**src/logic/buzzer_pkg.sv**
```systemverilog
// Constants, register map and types shared by the buzzer melody controller.
package buzzer_pkg;

	// ==========================================================
	// Register addresses
	localparam logic [15:0] ADDR_A_PITCH_LO = 16'ha040;
	localparam logic [15:0] ADDR_A_PITCH_HI = 16'ha041;
	localparam logic [15:0] ADDR_A_LENGTH = 16'ha042;
	localparam logic [15:0] ADDR_A_REST = 16'ha043;
	localparam logic [15:0] ADDR_B_PITCH_LO = 16'ha044;
	localparam logic [15:0] ADDR_B_PITCH_HI = 16'ha045;
	localparam logic [15:0] ADDR_B_LENGTH = 16'ha046;
	localparam logic [15:0] ADDR_B_REST = 16'ha047;
	localparam logic [15:0] ADDR_CONTROL = 16'ha048;
	localparam logic [15:0] ADDR_WINDOW = 16'ha049;
	localparam logic [15:0] ADDR_TIMING = 16'ha04a;
	localparam logic [15:0] ADDR_IRQ_STATUS = 16'ha04b;
	localparam logic [15:0] ADDR_IRQ_MASK = 16'ha04c;

	// ==========================================================
	// Field positions and reset value
	localparam int CTL_EN = 7;
	localparam int CTL_INV = 6;
	localparam int CTL_IENB = 5;
	localparam int CTL_IENA = 4;
	localparam int CTL_FB = 3;
	localparam int CTL_FA = 2;
	localparam int CTL_GOB = 1;
	localparam int CTL_GOA = 0;
	localparam int TU_HI = 7;
	localparam int TU_LO = 6;
	localparam int TU_PRE = 4;
	localparam int TU_WIE = 1;
	localparam int TU_WFLAG = 0;
	localparam int PITCH_HI_W = 4;
	localparam int IRQ_A = 0;
	localparam int IRQ_B = 1;
	localparam int IRQ_W = 2;
	localparam int IRQ_N = 3;
	localparam logic [7:0] REG_RESET = 8'h00;

	// ==========================================================
	// Timing
	localparam int SYS_CLK_HZ = 32'h02fa_f080;
	localparam int SLOW_CLK_HZ = 32'h0000_7d00;
	localparam int MS_PER_S = 32'h0000_03e8;
	localparam int TICKS_PER_MS = SLOW_CLK_HZ / MS_PER_S;
	localparam int UNIT_W = 9;
	localparam int PRESCALE_SHORT = 32'h0000_0020;
	localparam int PRESCALE_LONG = 32'h0000_0040;
	localparam logic [4:0] HALF_SHORT = 5'(PRESCALE_SHORT / 2 - 1);
	localparam logic [4:0] HALF_LONG = 5'(PRESCALE_LONG / 2 - 1);
	localparam int PITCH_W = 12;
	localparam int COUNT_W = 8;

	// ==========================================================
	// Sequencer states
	typedef enum logic [1:0] {SEQ_IDLE, SEQ_TONE, SEQ_REST} seq_t;

endpackage

```
**src/logic/unit_countdown.sv**
```systemverilog
// Down counter that counts a loaded value in time-unit ticks.
`timescale 1ns/1ns
module unit_countdown #(
	parameter int W = 8
) (
	input wire logic ref_clk,
	input wire logic resetn,
	input wire logic ce,
	input wire logic load,
	input wire logic [W-1:0] value,
	input wire logic tick,
	input wire logic abort,
	output logic running,
	output logic done
);

	typedef struct packed {
		logic [W-1:0] cnt;
		logic run;
		logic done;
	} cd_state_t;

	cd_state_t s_r;
	cd_state_t s_nxt;

	// A zero count finishes one cycle after the load.
	always_comb begin
		s_nxt = s_r;
		s_nxt.done = 1'b0;
		if (load) begin
			s_nxt.cnt = value;
			s_nxt.run = 1'b1;
		end else if (abort) begin
			s_nxt.run = 1'b0;
		end else if (s_r.run) begin
			if (s_r.cnt == '0) begin
				s_nxt.run = 1'b0;
				s_nxt.done = 1'b1;
			end else if (tick) begin
				s_nxt.cnt = s_r.cnt - W'(1);
			end
		end
	end

	always_ff @(posedge ref_clk or negedge resetn) begin
		if (!resetn) begin
			s_r <= '0;
		end else if (ce) begin
			s_r <= s_nxt;
		end
	end

	assign running = s_r.run;
	assign done = s_r.done;

endmodule

```
**src/logic/buzzer_melody_controller.sv**
```systemverilog
// Two-note buzzer melody controller with register port and window timer.
`timescale 1ns/1ns
// Overview of operation
// RULE_01: Two note slots A and B, each with pitch, length and rest.
// RULE_02: Tone is clock over 32 or 64, over pitch divider plus one.
// RULE_03: Pitch divider is 12 bits, low byte plus high nibble register.
// RULE_04: Prescale select 0 gives clock over 32, 1 gives over 64.
// RULE_05: Length and rest last the time unit times their 8-bit count.
// RULE_06: Time unit codes pick 1, 2, 4 or 8 ms from the slow clock.
// RULE_07: Notes play once in sequence or alternate as a melody.
// RULE_08: Window timer starts whenever note A or B is started.
// RULE_09: Window timer counts its 8-bit setting in the same time unit.
// RULE_10: Window expiry sets its flag; interrupt when enabled; software clears.
// RULE_11: Controller works only while enabled; clearing enable stops it.
// RULE_12: Invert bit set inverts the sounder output.
// RULE_13: Note end sets its flag when enabled; writing zero clears it.
// RULE_14: Writing one starts a note; zero does nothing; clears on completion.
// RULE_15: Both starts in one write play note A then note B.
// RULE_16: Busy bits show the note playing, read where starts are written.
// RULE_17: Note sounds for its length, then silent rest, then completes.
// RULE_18: Output rests at the invert level when disabled or idle.
// RULE_19: All registers reset to zero: disabled, idle, flags clear.
module buzzer_melody_controller (
	input wire logic ref_clk,
	input wire logic resetn,
	input wire logic ce,
	input wire logic [15:0] addr,
	input wire logic [7:0] wdata,
	input wire logic wr,
	input wire logic rd,
	input wire logic slow_clock_32k,
	output logic [7:0] rdata,
	output logic sounder_out,
	output logic amp_power,
	output logic irq
);

	typedef struct packed {
		logic [buzzer_pkg::PITCH_W-1:0] pitch_a;
		logic [buzzer_pkg::PITCH_W-1:0] pitch_b;
		logic [buzzer_pkg::COUNT_W-1:0] len_a;
		logic [buzzer_pkg::COUNT_W-1:0] len_b;
		logic [buzzer_pkg::COUNT_W-1:0] rest_a;
		logic [buzzer_pkg::COUNT_W-1:0] rest_b;
		logic [buzzer_pkg::COUNT_W-1:0] win_cnt;
		logic en;
		logic inv;
		logic iena;
		logic ienb;
		logic fa;
		logic fb;
		logic go_a;
		logic go_b;
		logic [1:0] tu;
		logic pre_sel;
		logic wie;
		logic wflag;
		logic [buzzer_pkg::IRQ_N-1:0] irq_mask;
		logic [buzzer_pkg::IRQ_N-1:0] irq_stat;
		buzzer_pkg::seq_t seq;
		logic cur_b;
		logic s1;
		logic s2;
		logic s3;
		logic slow_lvl;
		logic [buzzer_pkg::UNIT_W-1:0] unit_cnt;
		logic unit_tick;
		logic [4:0] pre_cnt;
		logic [buzzer_pkg::PITCH_W-1:0] div_cnt;
		logic tone;
		logic out;
		logic amp;
		logic irq;
		logic [7:0] rdata;
	} ctl_state_t;

	ctl_state_t s_r;
	ctl_state_t s_nxt;

	logic start_a;
	logic start_b;
	logic note_load;
	logic [buzzer_pkg::COUNT_W-1:0] note_val;
	logic note_abort;
	logic note_done;
	logic win_load;
	logic win_run;
	logic win_done;
	logic next_b;
	logic slow_rise;
	logic pre_hit;
	logic div_hit;
	logic busy_a;
	logic busy_b;
	logic [buzzer_pkg::UNIT_W-1:0] unit_lim;
	logic [buzzer_pkg::PITCH_W-1:0] pitch_cur;

	// ==========================================================
	// Interval counters
	unit_countdown #(.W(buzzer_pkg::COUNT_W)) note_ctr (
		.ref_clk(ref_clk),
		.resetn(resetn),
		.ce(ce),
		.load(note_load),
		.value(note_val),
		.tick(s_r.unit_tick),
		.abort(note_abort),
		.running(),
		.done(note_done)
	);

	unit_countdown #(.W(buzzer_pkg::COUNT_W)) win_ctr (
		.ref_clk(ref_clk),
		.resetn(resetn),
		.ce(ce),
		.load(win_load),
		.value(s_r.win_cnt),
		.tick(s_r.unit_tick),
		.abort(note_abort),
		.running(win_run),
		.done(win_done)
	);

	assign busy_a = (s_r.seq != buzzer_pkg::SEQ_IDLE) && !s_r.cur_b;
	assign busy_b = (s_r.seq != buzzer_pkg::SEQ_IDLE) && s_r.cur_b;

	// ==========================================================
	// Next-state logic
	always_comb begin
		s_nxt = s_r;
		s_nxt.unit_tick = 1'b0;
		s_nxt.rdata = buzzer_pkg::REG_RESET;
		note_load = 1'b0;
		win_load = 1'b0;
		next_b = s_r.cur_b;
		note_val = s_r.len_a;
		slow_rise = 1'b0;
		start_a = wr && addr == buzzer_pkg::ADDR_CONTROL
			&& wdata[buzzer_pkg::CTL_GOA];
		start_b = wr && addr == buzzer_pkg::ADDR_CONTROL
			&& wdata[buzzer_pkg::CTL_GOB];
		pitch_cur = s_r.cur_b ? s_r.pitch_b : s_r.pitch_a;
		if (wr) begin
			case (addr)
				buzzer_pkg::ADDR_A_PITCH_LO: s_nxt.pitch_a[7:0] = wdata; // [RULE_03]
				buzzer_pkg::ADDR_A_PITCH_HI: begin
					s_nxt.pitch_a[11:8] = wdata[buzzer_pkg::PITCH_HI_W-1:0];
				end
				buzzer_pkg::ADDR_A_LENGTH: s_nxt.len_a = wdata;
				buzzer_pkg::ADDR_A_REST: s_nxt.rest_a = wdata;
				buzzer_pkg::ADDR_B_PITCH_LO: s_nxt.pitch_b[7:0] = wdata;
				buzzer_pkg::ADDR_B_PITCH_HI: begin
					s_nxt.pitch_b[11:8] = wdata[buzzer_pkg::PITCH_HI_W-1:0];
				end
				buzzer_pkg::ADDR_B_LENGTH: s_nxt.len_b = wdata;
				buzzer_pkg::ADDR_B_REST: s_nxt.rest_b = wdata;
				buzzer_pkg::ADDR_WINDOW: s_nxt.win_cnt = wdata;
				buzzer_pkg::ADDR_CONTROL: begin
					s_nxt.en = wdata[buzzer_pkg::CTL_EN];
					s_nxt.inv = wdata[buzzer_pkg::CTL_INV];
					s_nxt.ienb = wdata[buzzer_pkg::CTL_IENB];
					s_nxt.iena = wdata[buzzer_pkg::CTL_IENA];
					s_nxt.fb = s_r.fb & wdata[buzzer_pkg::CTL_FB]; // [RULE_13]
					s_nxt.fa = s_r.fa & wdata[buzzer_pkg::CTL_FA]; // [RULE_13]
					s_nxt.go_b = s_r.go_b | start_b; // [RULE_14]
					s_nxt.go_a = s_r.go_a | start_a; // [RULE_14]
				end
				buzzer_pkg::ADDR_TIMING: begin
					s_nxt.tu = wdata[buzzer_pkg::TU_HI:buzzer_pkg::TU_LO];
					s_nxt.pre_sel = wdata[buzzer_pkg::TU_PRE];
					s_nxt.wie = wdata[buzzer_pkg::TU_WIE];
					s_nxt.wflag = s_r.wflag & wdata[buzzer_pkg::TU_WFLAG]; // [RULE_10]
				end
				buzzer_pkg::ADDR_IRQ_STATUS: begin
					s_nxt.irq_stat = s_r.irq_stat & ~wdata[buzzer_pkg::IRQ_N-1:0];
				end
				buzzer_pkg::ADDR_IRQ_MASK: begin
					s_nxt.irq_mask = wdata[buzzer_pkg::IRQ_N-1:0];
				end
				default: ;
			endcase
		end
		if (rd) begin
			case (addr)
				buzzer_pkg::ADDR_A_PITCH_LO: s_nxt.rdata = s_r.pitch_a[7:0];
				buzzer_pkg::ADDR_A_PITCH_HI: s_nxt.rdata = {4'h0, s_r.pitch_a[11:8]};
				buzzer_pkg::ADDR_A_LENGTH: s_nxt.rdata = s_r.len_a;
				buzzer_pkg::ADDR_A_REST: s_nxt.rdata = s_r.rest_a;
				buzzer_pkg::ADDR_B_PITCH_LO: s_nxt.rdata = s_r.pitch_b[7:0];
				buzzer_pkg::ADDR_B_PITCH_HI: s_nxt.rdata = {4'h0, s_r.pitch_b[11:8]};
				buzzer_pkg::ADDR_B_LENGTH: s_nxt.rdata = s_r.len_b;
				buzzer_pkg::ADDR_B_REST: s_nxt.rdata = s_r.rest_b;
				buzzer_pkg::ADDR_WINDOW: s_nxt.rdata = s_r.win_cnt;
				buzzer_pkg::ADDR_CONTROL: begin
					s_nxt.rdata = {s_r.en, s_r.inv, s_r.ienb, s_r.iena,
						s_r.fb, s_r.fa, busy_b, busy_a}; // [RULE_16]
				end
				buzzer_pkg::ADDR_TIMING: begin
					s_nxt.rdata = {s_r.tu, 1'b0, s_r.pre_sel, 2'b00,
						s_r.wie, s_r.wflag};
				end
				buzzer_pkg::ADDR_IRQ_STATUS: s_nxt.rdata = {5'h00, s_r.irq_stat};
				buzzer_pkg::ADDR_IRQ_MASK: s_nxt.rdata = {5'h00, s_r.irq_mask};
				default: ;
			endcase
		end

		// ======================================================
		// Slow clock filter and time unit
		s_nxt.s1 = slow_clock_32k;
		s_nxt.s2 = s_r.s1;
		s_nxt.s3 = s_r.s2;
		if (s_r.s2 == s_r.s3) begin
			s_nxt.slow_lvl = s_r.s3;
			slow_rise = s_r.s3 && !s_r.slow_lvl;
		end
		unit_lim = (buzzer_pkg::UNIT_W'(buzzer_pkg::TICKS_PER_MS) << s_r.tu)
			- buzzer_pkg::UNIT_W'(1); // [RULE_06]
		if (slow_rise) begin
			if (s_r.unit_cnt == unit_lim) begin
				s_nxt.unit_cnt = '0;
				s_nxt.unit_tick = 1'b1;
			end else begin
				s_nxt.unit_cnt = s_r.unit_cnt + buzzer_pkg::UNIT_W'(1);
			end
		end

		// ======================================================
		// Tone divider
		pre_hit = s_r.pre_cnt == (s_r.pre_sel ? buzzer_pkg::HALF_LONG
			: buzzer_pkg::HALF_SHORT); // [RULE_04]
		div_hit = s_r.div_cnt == pitch_cur;

		// ======================================================
		// Note sequencer
		unique case (s_r.seq)
			buzzer_pkg::SEQ_IDLE: begin
				if (s_r.go_a || s_r.go_b) begin
					next_b = !s_r.go_a; // [RULE_15]
					s_nxt.seq = buzzer_pkg::SEQ_TONE;
					note_load = 1'b1;
					note_val = next_b ? s_r.len_b : s_r.len_a;
					s_nxt.unit_cnt = '0;
				end
			end
			buzzer_pkg::SEQ_TONE: begin
				if (pre_hit) begin
					s_nxt.pre_cnt = '0;
					if (div_hit) begin
						s_nxt.div_cnt = '0;
						s_nxt.tone = !s_r.tone; // [RULE_02]
					end else begin
						s_nxt.div_cnt = s_r.div_cnt + buzzer_pkg::PITCH_W'(1);
					end
				end else begin
					s_nxt.pre_cnt = s_r.pre_cnt + 5'h01;
				end
				if (note_done) begin
					s_nxt.seq = buzzer_pkg::SEQ_REST; // [RULE_17]
					note_load = 1'b1;
					note_val = s_r.cur_b ? s_r.rest_b : s_r.rest_a; // [RULE_05]
				end
			end
			buzzer_pkg::SEQ_REST: begin
				if (note_done) begin
					if (!s_r.cur_b) begin
						s_nxt.go_a = start_a; // [RULE_14]
						if (s_r.iena) begin
							s_nxt.fa = 1'b1; // [RULE_13]
							s_nxt.irq_stat[buzzer_pkg::IRQ_A] = 1'b1;
						end
					end else begin
						s_nxt.go_b = start_b; // [RULE_14]
						if (s_r.ienb) begin
							s_nxt.fb = 1'b1; // [RULE_13]
							s_nxt.irq_stat[buzzer_pkg::IRQ_B] = 1'b1;
						end
					end
					if (s_r.cur_b ? s_nxt.go_a : s_nxt.go_b) begin
						next_b = !s_r.cur_b; // [RULE_07]
						s_nxt.seq = buzzer_pkg::SEQ_TONE;
					end else if (s_r.cur_b ? s_nxt.go_b : s_nxt.go_a) begin
						s_nxt.seq = buzzer_pkg::SEQ_TONE;
					end else begin
						s_nxt.seq = buzzer_pkg::SEQ_IDLE;
					end
					note_load = s_nxt.seq == buzzer_pkg::SEQ_TONE;
					note_val = next_b ? s_r.len_b : s_r.len_a; // [RULE_05]
				end
			end
		endcase
		s_nxt.cur_b = next_b;
		if (s_nxt.seq != buzzer_pkg::SEQ_TONE || s_r.seq != buzzer_pkg::SEQ_TONE) begin
			s_nxt.pre_cnt = '0;
			s_nxt.div_cnt = '0;
			s_nxt.tone = 1'b0;
		end

		// ======================================================
		// Amplifier supply window
		win_load = (start_a || start_b) && s_nxt.en; // [RULE_08] [RULE_09]
		if (win_done) begin
			s_nxt.wflag = 1'b1; // [RULE_10]
			if (s_r.wie) begin
				s_nxt.irq_stat[buzzer_pkg::IRQ_W] = 1'b1; // [RULE_10]
			end
		end

		// ======================================================
		// Disable and outputs
		note_abort = !s_nxt.en;
		if (!s_nxt.en) begin
			s_nxt.seq = buzzer_pkg::SEQ_IDLE; // [RULE_11]
			s_nxt.go_a = 1'b0;
			s_nxt.go_b = 1'b0;
			s_nxt.tone = 1'b0;
			note_load = 1'b0;
		end
		s_nxt.out = ((s_nxt.seq == buzzer_pkg::SEQ_TONE) && s_nxt.tone)
			^ s_nxt.inv; // [RULE_12] [RULE_18]
		s_nxt.amp = win_run && s_nxt.en;
		s_nxt.irq = |(s_nxt.irq_stat & s_nxt.irq_mask);
	end

	always_ff @(posedge ref_clk or negedge resetn) begin
		if (!resetn) begin
			s_r <= '0; // [RULE_19]
		end else if (ce) begin
			s_r <= s_nxt; // [RULE_01]
		end
	end

	assign rdata = s_r.rdata;
	assign sounder_out = s_r.out;
	assign amp_power = s_r.amp;
	assign irq = s_r.irq;
endmodule

```
**config.mk**
```make
export PLATFORM = sky130hd
export DESIGN_NAME = buzzer_melody_controller
export DESIGN_NICKNAME = d
export VERILOG_FILES = /design/src/logic/buzzer_pkg.sv /design/src/logic/unit_countdown.sv /design/src/logic/buzzer_melody_controller.sv
export SDC_FILE = /design/constraint.sdc
export NUM_CORES = 1
export LEC_CHECK = 0
export BUFFER_PORTS_ARGS = -buffer_cell sky130_fd_sc_hd__buf_4
export CAP_MARGIN = 15
export CORE_ASPECT_RATIO = 0.7
export CORE_MARGIN = 8
export CORE_UTILIZATION = 45
export CTS_BUF_LIST = sky130_fd_sc_hd__clkbuf_16
export CTS_CLUSTER_SIZE = 10
export DETAILED_ROUTE_END_ITERATION = 16
export GPL_ROUTABILITY_DRIVEN = 0
export RECOVER_POWER = 25
export SETUP_SLACK_MARGIN = 0.2
export SLEW_MARGIN = 20
export SYNTH_ARGS = -nofsm -noshare
export SYNTH_HDL_FRONTEND = slang
export SYNTH_SLANG_ARGS = --single-unit
```
**constraint.sdc**
```tcl
create_clock -name ref_clk -period 3 [get_ports ref_clk]
set_input_delay 0.6 -clock ref_clk [delete_from_list [all_inputs] [get_ports ref_clk]]
set_output_delay 0.6 -clock ref_clk [all_outputs]
set_load 0.03 [all_outputs]
```
Word-level counts from Yosys, hierarchy flattened
Index checks and enable logic that the tools add are counted.
- word-level logic and storage cells: 227
- register bits: 149
- input port bits: 30
- output and inout port bits: 11
- bitwise logic cells: 9
- muxes and demuxes: 90
- $add $sub $neg: 6
- eq/ne operators: 27
- shift-type cells: 1
- reduce and logical (&&, ||, !) cells: 50
- operators by type and width (cell ; number):
    $eq A16 B16 Y1 const B ; 13
    $mux W8 ; 14
    $pmux W8 S13 ; 1
    $mux W9 ; 5
    $mux W1 ; 39
    $reduce_and A3 Y1 ; 13
    $mux W18 ; 2
    $mux W10 ; 3
    $mux W12 ; 2
    $pmux W8 S3 ; 1
    $reduce_bool A2 Y1 ; 12
    $mux W2 ; 10
    $mux W19 ; 1
    $logic_not A8 Y1 ; 2
    $sub A8 B1 Y8 const B ; 2
    $mux W5 ; 3
    $mux W13 ; 1
    $add A12 B1 Y12 const B ; 1
    $eq A12 B12 Y1 ; 1
    $mux W4 ; 3
    $ne A2 B1 Y1 const B ; 5
    $reduce_and A5 Y1 ; 2
    $add A9 B1 Y9 const B ; 1
    $eq A9 B9 Y1 ; 1
    24 further kinds ; 45

Longest topological paths before layout
Gate-level depths: netlist of the first run.
- depth in word-level cells: 22
- mapped depth: 12
- gate-level depth less buffers: 9

Cells and area by module
Synthesis of the first run repeated with hierarchy kept, for this count alone.
- cells, all modules: 856
- area total of the unflattened synthesis: 8669.6 um^2
- by module, submodules not included (module ; times used ; sequential area each (um^2) ; cells each ; area an instance (um^2)):
    buzzer_melody_controller ; 1 ; 3228.1 ; 692 ; 7228.2
    unit_countdown ; 2 ; 250.2 ; 82 ; 720.7

Least setup slack after synthesis of the first run
No wires, ideal clock.
- path kind: input to register
- start: input port addr[7]
- end: register win_ctr.s_r[5] (netlist name)
- arrival: 2.508 ns
- stages on the path: 9
- setup time: 0.126 ns
- setup slack: 0.366 ns
- buffers on the path: 2
- data required time: 2.874 ns
- path through: nor4b_1 and3_1 buf_2 nand3_1 o21ai_1 or2_1 clkbuf_1 nor3b_1 a221o_1
- word-level cells in the longest chain between the ends: 7
- elaborated cells on any way between the ends: 14
- those cells by class: eq/ne: 2; mux: 3; reduce/logical: 9
- ends and longest elaborated chain (item ; line ; text):
    start, declared ; buzzer_melody_controller.sv:27 ; input wire logic [15:0] addr,
    $eq A16 B16 Y1 (*) ; buzzer_melody_controller.sv:138, buzzer_melody_controller.sv:140, buzzer_melody_controller.sv:144 ;
    $logic_and A1 B1 Y1 ; buzzer_melody_controller.sv:138, buzzer_melody_controller.sv:140 ;
    $logic_and A1 B1 Y1 (on tied branches) ; buzzer_melody_controller.sv:139, buzzer_melody_controller.sv:141 ;
    $logic_or A1 B1 Y1 ; buzzer_melody_controller.sv:301 ; win_load = (start_a || start_b) && s_nxt.en;
    $logic_and A1 B1 Y1 ; buzzer_melody_controller.sv:301 ;
    $ne A2 B1 Y1 (no line) or $reduce_bool A2 Y1 (tied branches) ; - ;
    $reduce_and A5 Y1 (no line) ; - ;
    end signal, assigned ; unit_countdown.sv:49 ; s_r <= s_nxt;
    end, declared ; unit_countdown.sv:23 ; cd_state_t s_r;
Every way passes the cells marked *; elsewhere a longest branch is shown, timed or not. The select of a mux whose other input is x is not followed.
A chain may end at the register's enable or synchronous reset.

Final worst setup path of the first run
- start: register note_ctr.s_r[5] (netlist name)
- end: register note_ctr.s_r[8] (netlist name)
- word-level cells in the longest chain between the ends: 6
- elaborated cells on any way between the ends: 9
- those cells by class: add/sub: 1; eq/ne: 1; mux: 5; reduce/logical: 2
- ends and longest elaborated chain (item ; line ; text):
    start, declared ; unit_countdown.sv:23 ;
    start signal, assigned ; unit_countdown.sv:49 ;
    $sub A8 B1 Y8 ; unit_countdown.sv:40 ; s_nxt.cnt = s_r.cnt - W'(1);
    $mux W8 ; unit_countdown.sv:39 ; end else if (tick) begin
    $mux W8 ; unit_countdown.sv:36 ; if (s_r.cnt == '0) begin
    $mux W10 ; unit_countdown.sv:35 ; end else if (s_r.run) begin
    $mux W8 ; unit_countdown.sv:33 ; end else if (abort) begin
    $mux W9 ; unit_countdown.sv:30 ; if (load) begin
Parallel ways exist; a longest one is shown, timed or not. The select of a mux whose other input is x is not followed.

==> metrics.txt, run 1 <==
min Tclk post-route=~2700 ps; Synth cell types=79; CORE AREA=0.01887 mm^2; clock-pin slew on the worst setup and hold paths=about 60 ps; fillcell total=about 1,700; GRT Overall Usage=23.02%; hold wc startpoint=slow_clock_32k; Worst path max stage delay=570 ps; Seq/Total Area, Yosys=43.09%; max frequency=373.0 MHz; root buf cell=clkbuf_16; Net Count, Synth=909; detailed-route DRC error count=0; cts bufs inserted=17; critical path arrival=2980 ps; required time worst endpoint=around 3300 ps; Setup Crit Path Kind=reg -> reg; DIE WIDTH=181.7 um; top post-synthesis cells by area=dfrtp_1 (43%), mux2_2 (11%), mux2i_1 (4.0%); WL/cell=23.05 um; CP Cell Sequence=or4_4 -> or4b_4 -> a311oi_2 -> o32ai_2 -> nor2b_4 -> and2_4 -> a211o_1; Worst-Skew Late Latency=430 ps; Mapped Cells=870; r2r worst-path depth=7; HPWL after DPL=20,310 um; Setup WS pre-CTS=89.39 ps; Rel. slew slack=-33.04%; dpl cell area=0.009545 mm^2; # H-tree levels=4; Area Growth Syn to Fin=17.18%; num ports=around 40; Post-CTS Hold Buffers=0; crit path launch type=flop; Max clock buf depth=2; initial drt markers=just over 900; Mean Syn Cell Area=about 9.9 um^2; PortBufs=40; Worst R2R End=note_ctr.s_r[8]; largest net degree at the start of global routing=77; fin. max-slew vios=76; post-synth top area share=43.09%; violated checks=capacitance limit, slew limit; FF-to-FF Start=note_ctr.s_r[5]; mapped cell area=0.008653 mm^2; Ys Warns=0; # diodes=0; NumNets Final=986; routed via count=7,551; RSZ-0062 raised after global routing=true; Final Skew=10.00 ps; grt ovf=0; status=finished with violations; Final Setup Violations=0; period utilization=89.38%; crit end category=flop; setup ws final=318.7 ps; leak pwr=about 0.0047 uW; share of post-route cells with drive strength above 1=25.42%; placed cell count=1,169; Hold Path Sink=s_nxt[41]; via density per instance=6.282; Routed WL=around 28,000 um; Post-synth EDFFs=0; die height=132.0 um; CTS tree=done; cell taking the most area after synthesis=dfrtp_1; ys flop type=dfrtp_1; drt pass-1 iters=7; slowest CP cell=or4_4; die area=about 0.024 mm^2; maximum vdd drop=381.6 uV; Num Clock Sinks=149; Starting Density=a little under half; Synth Register Bits=149; Layout Cells excl Fill=1,202; Max Cap Viol=1; Post-synth ARST share=100.0%; depth of the worst hold-timing path=2; PD cells=554.1 mW/mm^2; slew of the pin with the lowest slew margin=1996 ps; most frequent cells in the layout=dfrtp_1 (148), buf_4 (110), mux2_2 (85); commonest non-fill, non-tap cell in the layout=dfrtp_1; row count=42; vias in the first global route=7,112; antenna violations before repair=0; Fin Setup TNS=0 ps; design area=around 0.010 mm^2; global-route wire length before repair=42,940 um; R2R Setup Slk=320 ps; class of the worst hold path=in -> reg; Routed Antenna Nets=0; Worst Path Max Fanout=7; final hold viol count=0
[sequential cells by signal, summed over array words and instances, names as in the netlist]
name	cells
s_r	116
note_ctr.s_r	8
rdata	8
win_ctr.s_r	8
s_nxt	2
amp_power	1
irq	1
note_ctr.done	1
note_ctr.running	1
sounder_out	1
win_ctr.done	1
win_ctr.running	1
[through the flow]
step,total power [uW],utilization (%),hold slack (ps)
2_1_floorplan,3041,-,304.4
3_3_place_gp,3486,50.60,466.6
3_5_place_dp,3488,50.60,470.3
4_1_cts,5618,53.63,236.8
5_1_grt,5866,53.75,398.6
6_report,5618,53.75,407.1
[how the worst max path moves through the flow]
stage,slack [ps],cells after the start,start,to
floorplan,370,9,addr[7],win_ctr.s_r[5]
global placement,90,10,addr[14],rdata[2]
detailed placement,90,10,addr[14],rdata[2]
CTS,220,7,note_ctr.s_r[5],note_ctr.s_r[8]
global route,160,10,s_r[45],note_ctr.s_r[4]
finish,320,7,note_ctr.s_r[5],note_ctr.s_r[8]
[cell usage after synthesis, types with 7 or more instances]
master    number
dfrtp_1      149
mux2_2        85
nand2_1       78
o21ai_0       57
nor2_1        51
mux2i_1       35
clkbuf_1      34
nand3_1       27
and3_1        25
a21oi_1       24
inv_1         20
a22o_1        17
xnor2_1       15
nor2b_1       14
nor3_1        14
nor4_1        13
a31oi_1       12
nand4_1       12
a22oi_1       10
a21o_1         9
a221oi_1       9
ha_1           9
o221ai_1       9
buf_4          8
o211ai_1       7
xor2_1         7
[layout make-up]
| type | instances | area (um^2) | share of cell area [%] |
|---|---|---|---|
| well taps | 242 | 302.8 | 2.986 |
| clock buffers | 17 | 425.4 | 4.195 |
| inverters | 20 | 75.07 | 0.7404 |
| repair buffers | 112 | 850.8 | 8.391 |
| clock inverters | 15 | 147.6 | 1.456 |
| multi-input cells | 647 | 4608 | 45.45 |
| flip-flops and latches | 149 | 3730 | 36.78 |
[layer usage]
layer	vias up	track usage [%]	part of all wire, %
met3	33	7.434	9.8
met2	342	30.02	40
li1	3423	-	-
met1	3753	35.11	49
met5	-	0	0
met4	0	6.131	1.5
[critical path, delay by kind of cell, from the launching register on]
kind | cells | cell delay (ps)
compound gates | 3 | 660
flops | 1 | 440
simple gates | 4 | 1460
[cells by family (layout without fill, tap and decap cells)]
family / after synthesis / after routing / share of synthesized area (%)
adders and majority gates: 9 / 9 / 1.301
xor gates and xnor gates: 22 / 22 / 2.227
buffers and inverters: 74 / 164 / 3.875
AOI/OAI and AO/OA: 216 / 216 / 17.61
DFF: 149 / 149 / 43.09
and+or+nand+nor: 280 / 280 / 16.79
muxes: 120 / 120 / 15.11
[power by group]
group | internal (uW) | switching, uW | total, uW
sequential | 2110 | 111 | 2220
clock | 1280 | 844 | 2130
combinational | 465 | 803 | 1270
[what timing repair did]
action | in CTS | in global routing
endpoints found under the hold margin | 0 | 0
setup endpoints to repair | 0 | 11
setup buffers | 0 | 1
gates resized for setup | 0 | 5
Note: power is estimated with default switching activity, not from simulation.
==> inputs of run 2 (changes only) <==
- clock period: 3 -> 3.2 ns (I/O delays scaled with it)
==> run 2 against run 1 <==
- the flow still finishes with violations (capacitance limit, slew limit)
- routed wire length shrank 1.6%
- power shrank 7.0%
- worst setup slack gained 120 ps
- sequential power shrank 6%
- critical path type unchanged
==> metrics.txt, run 2 (same netlist as run 1, synthesis figures left out) <==
status=finished with violations; violated checks=capacitance limit, slew limit; num ports=41 (unchanged); period utilization=86.42% (-3.0 points); Starting Density=45.87% (unchanged); CP Cell Sequence=or4_1 -> o311a_1 -> o311ai_1 -> a21o_1 -> or2_1 -> nor3b_1 -> a221o_1; Largest Register=s_r; r2r worst-path depth=7 (unchanged); Final Setup Violations=0 (unchanged); Post-CTS Hold Buffers=0 (unchanged); die area=0.02399 mm^2 (unchanged); final hold viol count=0 (unchanged); Routed Antenna Nets=0 (unchanged); Max clock buf depth=2 (unchanged); drt pass-1 iters=5 (-2); slowest CP cell=or4_1; HPWL after DPL=20,030 um (-1.4%); GRT Overall Usage=22.73% (-0.29 points); most frequent cells in the layout=dfrtp_1 (149), buf_4 (96), mux2_2 (85); row count=42 (unchanged); Setup Crit Path Kind=reg -> reg; min Tclk post-route=2765 ps (+84.11 ps); share of post-route cells with drive strength above 1=24.18% (-1.2 points); crit path launch type=flop; CTS tree=done; max reg flops=116 (unchanged); required time worst endpoint=3510 ps (+210 ps); largest net degree at the start of global routing=72 (-6.5%); critical path arrival=3070 ps (+90 ps); DIE WIDTH=181.7 um (unchanged); maximum vdd drop=368.8 uV (-3.4%); Hold Path Sink=s_nxt[41]; Num Clock Sinks=149 (unchanged); antenna violations before repair=0 (unchanged); root buf cell=clkbuf_16; cts bufs inserted=17 (unchanged); CORE AREA=0.01887 mm^2 (unchanged); R2R Setup Slk=430 ps (+120 ps); NumNets Final=973 (-1.3%); initial drt markers=766 (-17%); Setup crit start=win_ctr.s_r[6]; Area Growth Syn to Fin=15.56%; depth of the worst hold-timing path=2 (unchanged); Worst R2R End=win_ctr.s_r[5]; fin. max-slew vios=72 (-5.3%); max frequency=361.6 MHz (-3.0%); # diodes=0 (unchanged); WL/cell=22.94 um (-0.51%); # H-tree levels=4 (unchanged); Max Cap Viol=1 (unchanged); FF-to-FF Start=win_ctr.s_r[6]; slew of the pin with the lowest slew margin=1894 ps (-101.5 ps); leak pwr=0.004575 uW (-1.7%); storage element area=0.003729 mm^2 (about the same); routed via count=7,509 (-0.56%); multi-input combinational cell area=0.004592 mm^2 (-0.35%); fillcell total=1,749 (+0.87%); grt ovf=0 (unchanged); clock-pin slew on the worst setup and hold paths=60 ps (about the same); Final Skew=13.10 ps (+3.099 ps); global-route wire length before repair=42,370 um (-1.3%); vias in the first global route=7,041 (-1.0%); Finished Core Util=53.00% (-0.74 points); class of the worst hold path=in -> reg; die height=132.0 um (unchanged); via density per instance=6.315 (+0.53%); Rel. slew slack=-26.27% (+6.8 points); Routed WL=27,270 um (-1.6%); RSZ-0062 raised after global routing=false; PD cells=522.7 mW/mm^2 (-5.7%); Worst-Skew Late Latency=430 ps (about the same); Worst path max stage delay=620 ps (+50 ps); hold wc startpoint=slow_clock_32k; crit end category=flop; Fin Setup TNS=0 ps (unchanged); PortBufs=40 (unchanged); Worst Path Max Fanout=11 (+4); detailed-route DRC error count=0 (unchanged); commonest non-fill, non-tap cell in the layout=dfrtp_1
==> run 2: layout make-up <==
class                           instances  share of cell area (%)
Tap cell                              242                   3.028
Timing Repair Buffer                   99                   7.345
Multi-Input combinational cell        647                   45.92
Inverter                               20                  0.7508
Clock buffer                           17                   4.254
Sequential cell                       149                   37.29
Clock inverter                         15                   1.414
==> run 2: where the power goes <==
part           switching [uW]  internal, uW
clock                     804          1140
combinational             749           451
sequential                107          1980
==> run 2: critical path: cells and delay by family, from the launching register on <==
kind             cells  cell delay (ps)
AO/OA/AOI/OAI        4             1220
flip-flops           1              440
AND/OR/NAND/NOR      3              990
==> run 2: per-layer routing <==
metal | GRT usage (%) | part of all wire [%]
met3 | 7.930 | 11
met2 | 29.89 | 40
met5 | 0 | 0
met1 | 34.14 | 48
met4 | 5.904 | 1.5
==> run 2: worst max-delay path by stage <==
stage | to | slack, ps | depth (start not counted)
final | win_ctr.s_r[5] | 430 | 7
after global routing | s_r[28] | 250 | 2
after CTS | note_ctr.s_r[4] | 350 | 9
after detailed placement | note_ctr.s_r[5] | 110 | 8
after global placement | note_ctr.s_r[5] | 130 | 8
after floorplan | win_ctr.s_r[5] | 530 | 9
==> run 2: timing repair <==
item / in CTS / in global routing
endpoints found under the hold margin: 0 / 0
buffers inserted: 0 / 3
gates resized for setup: 0 / 1
setup endpoints to repair: 0 / 2
==> run 2: stage by stage <==
stage / setup WS (ps) / hold WS, ps / instance area, um^2 / std cells / total power [uW]
after floorplan: 526.1 / 344.4 / 8653 / 870 / 2851
after global placement: 128.6 / 465.6 / 9433 / 1154 / 3242
after detailed placement: 108.4 / 478.7 / 9433 / 1154 / 3248
after CTS: 352.9 / 257.9 / 10000 / 1186 / 5205
after global routing: 247.9 / 437.4 / 10000 / 1189 / 5470
final: 434.6 / 446.3 / 10000 / 1189 / 5227
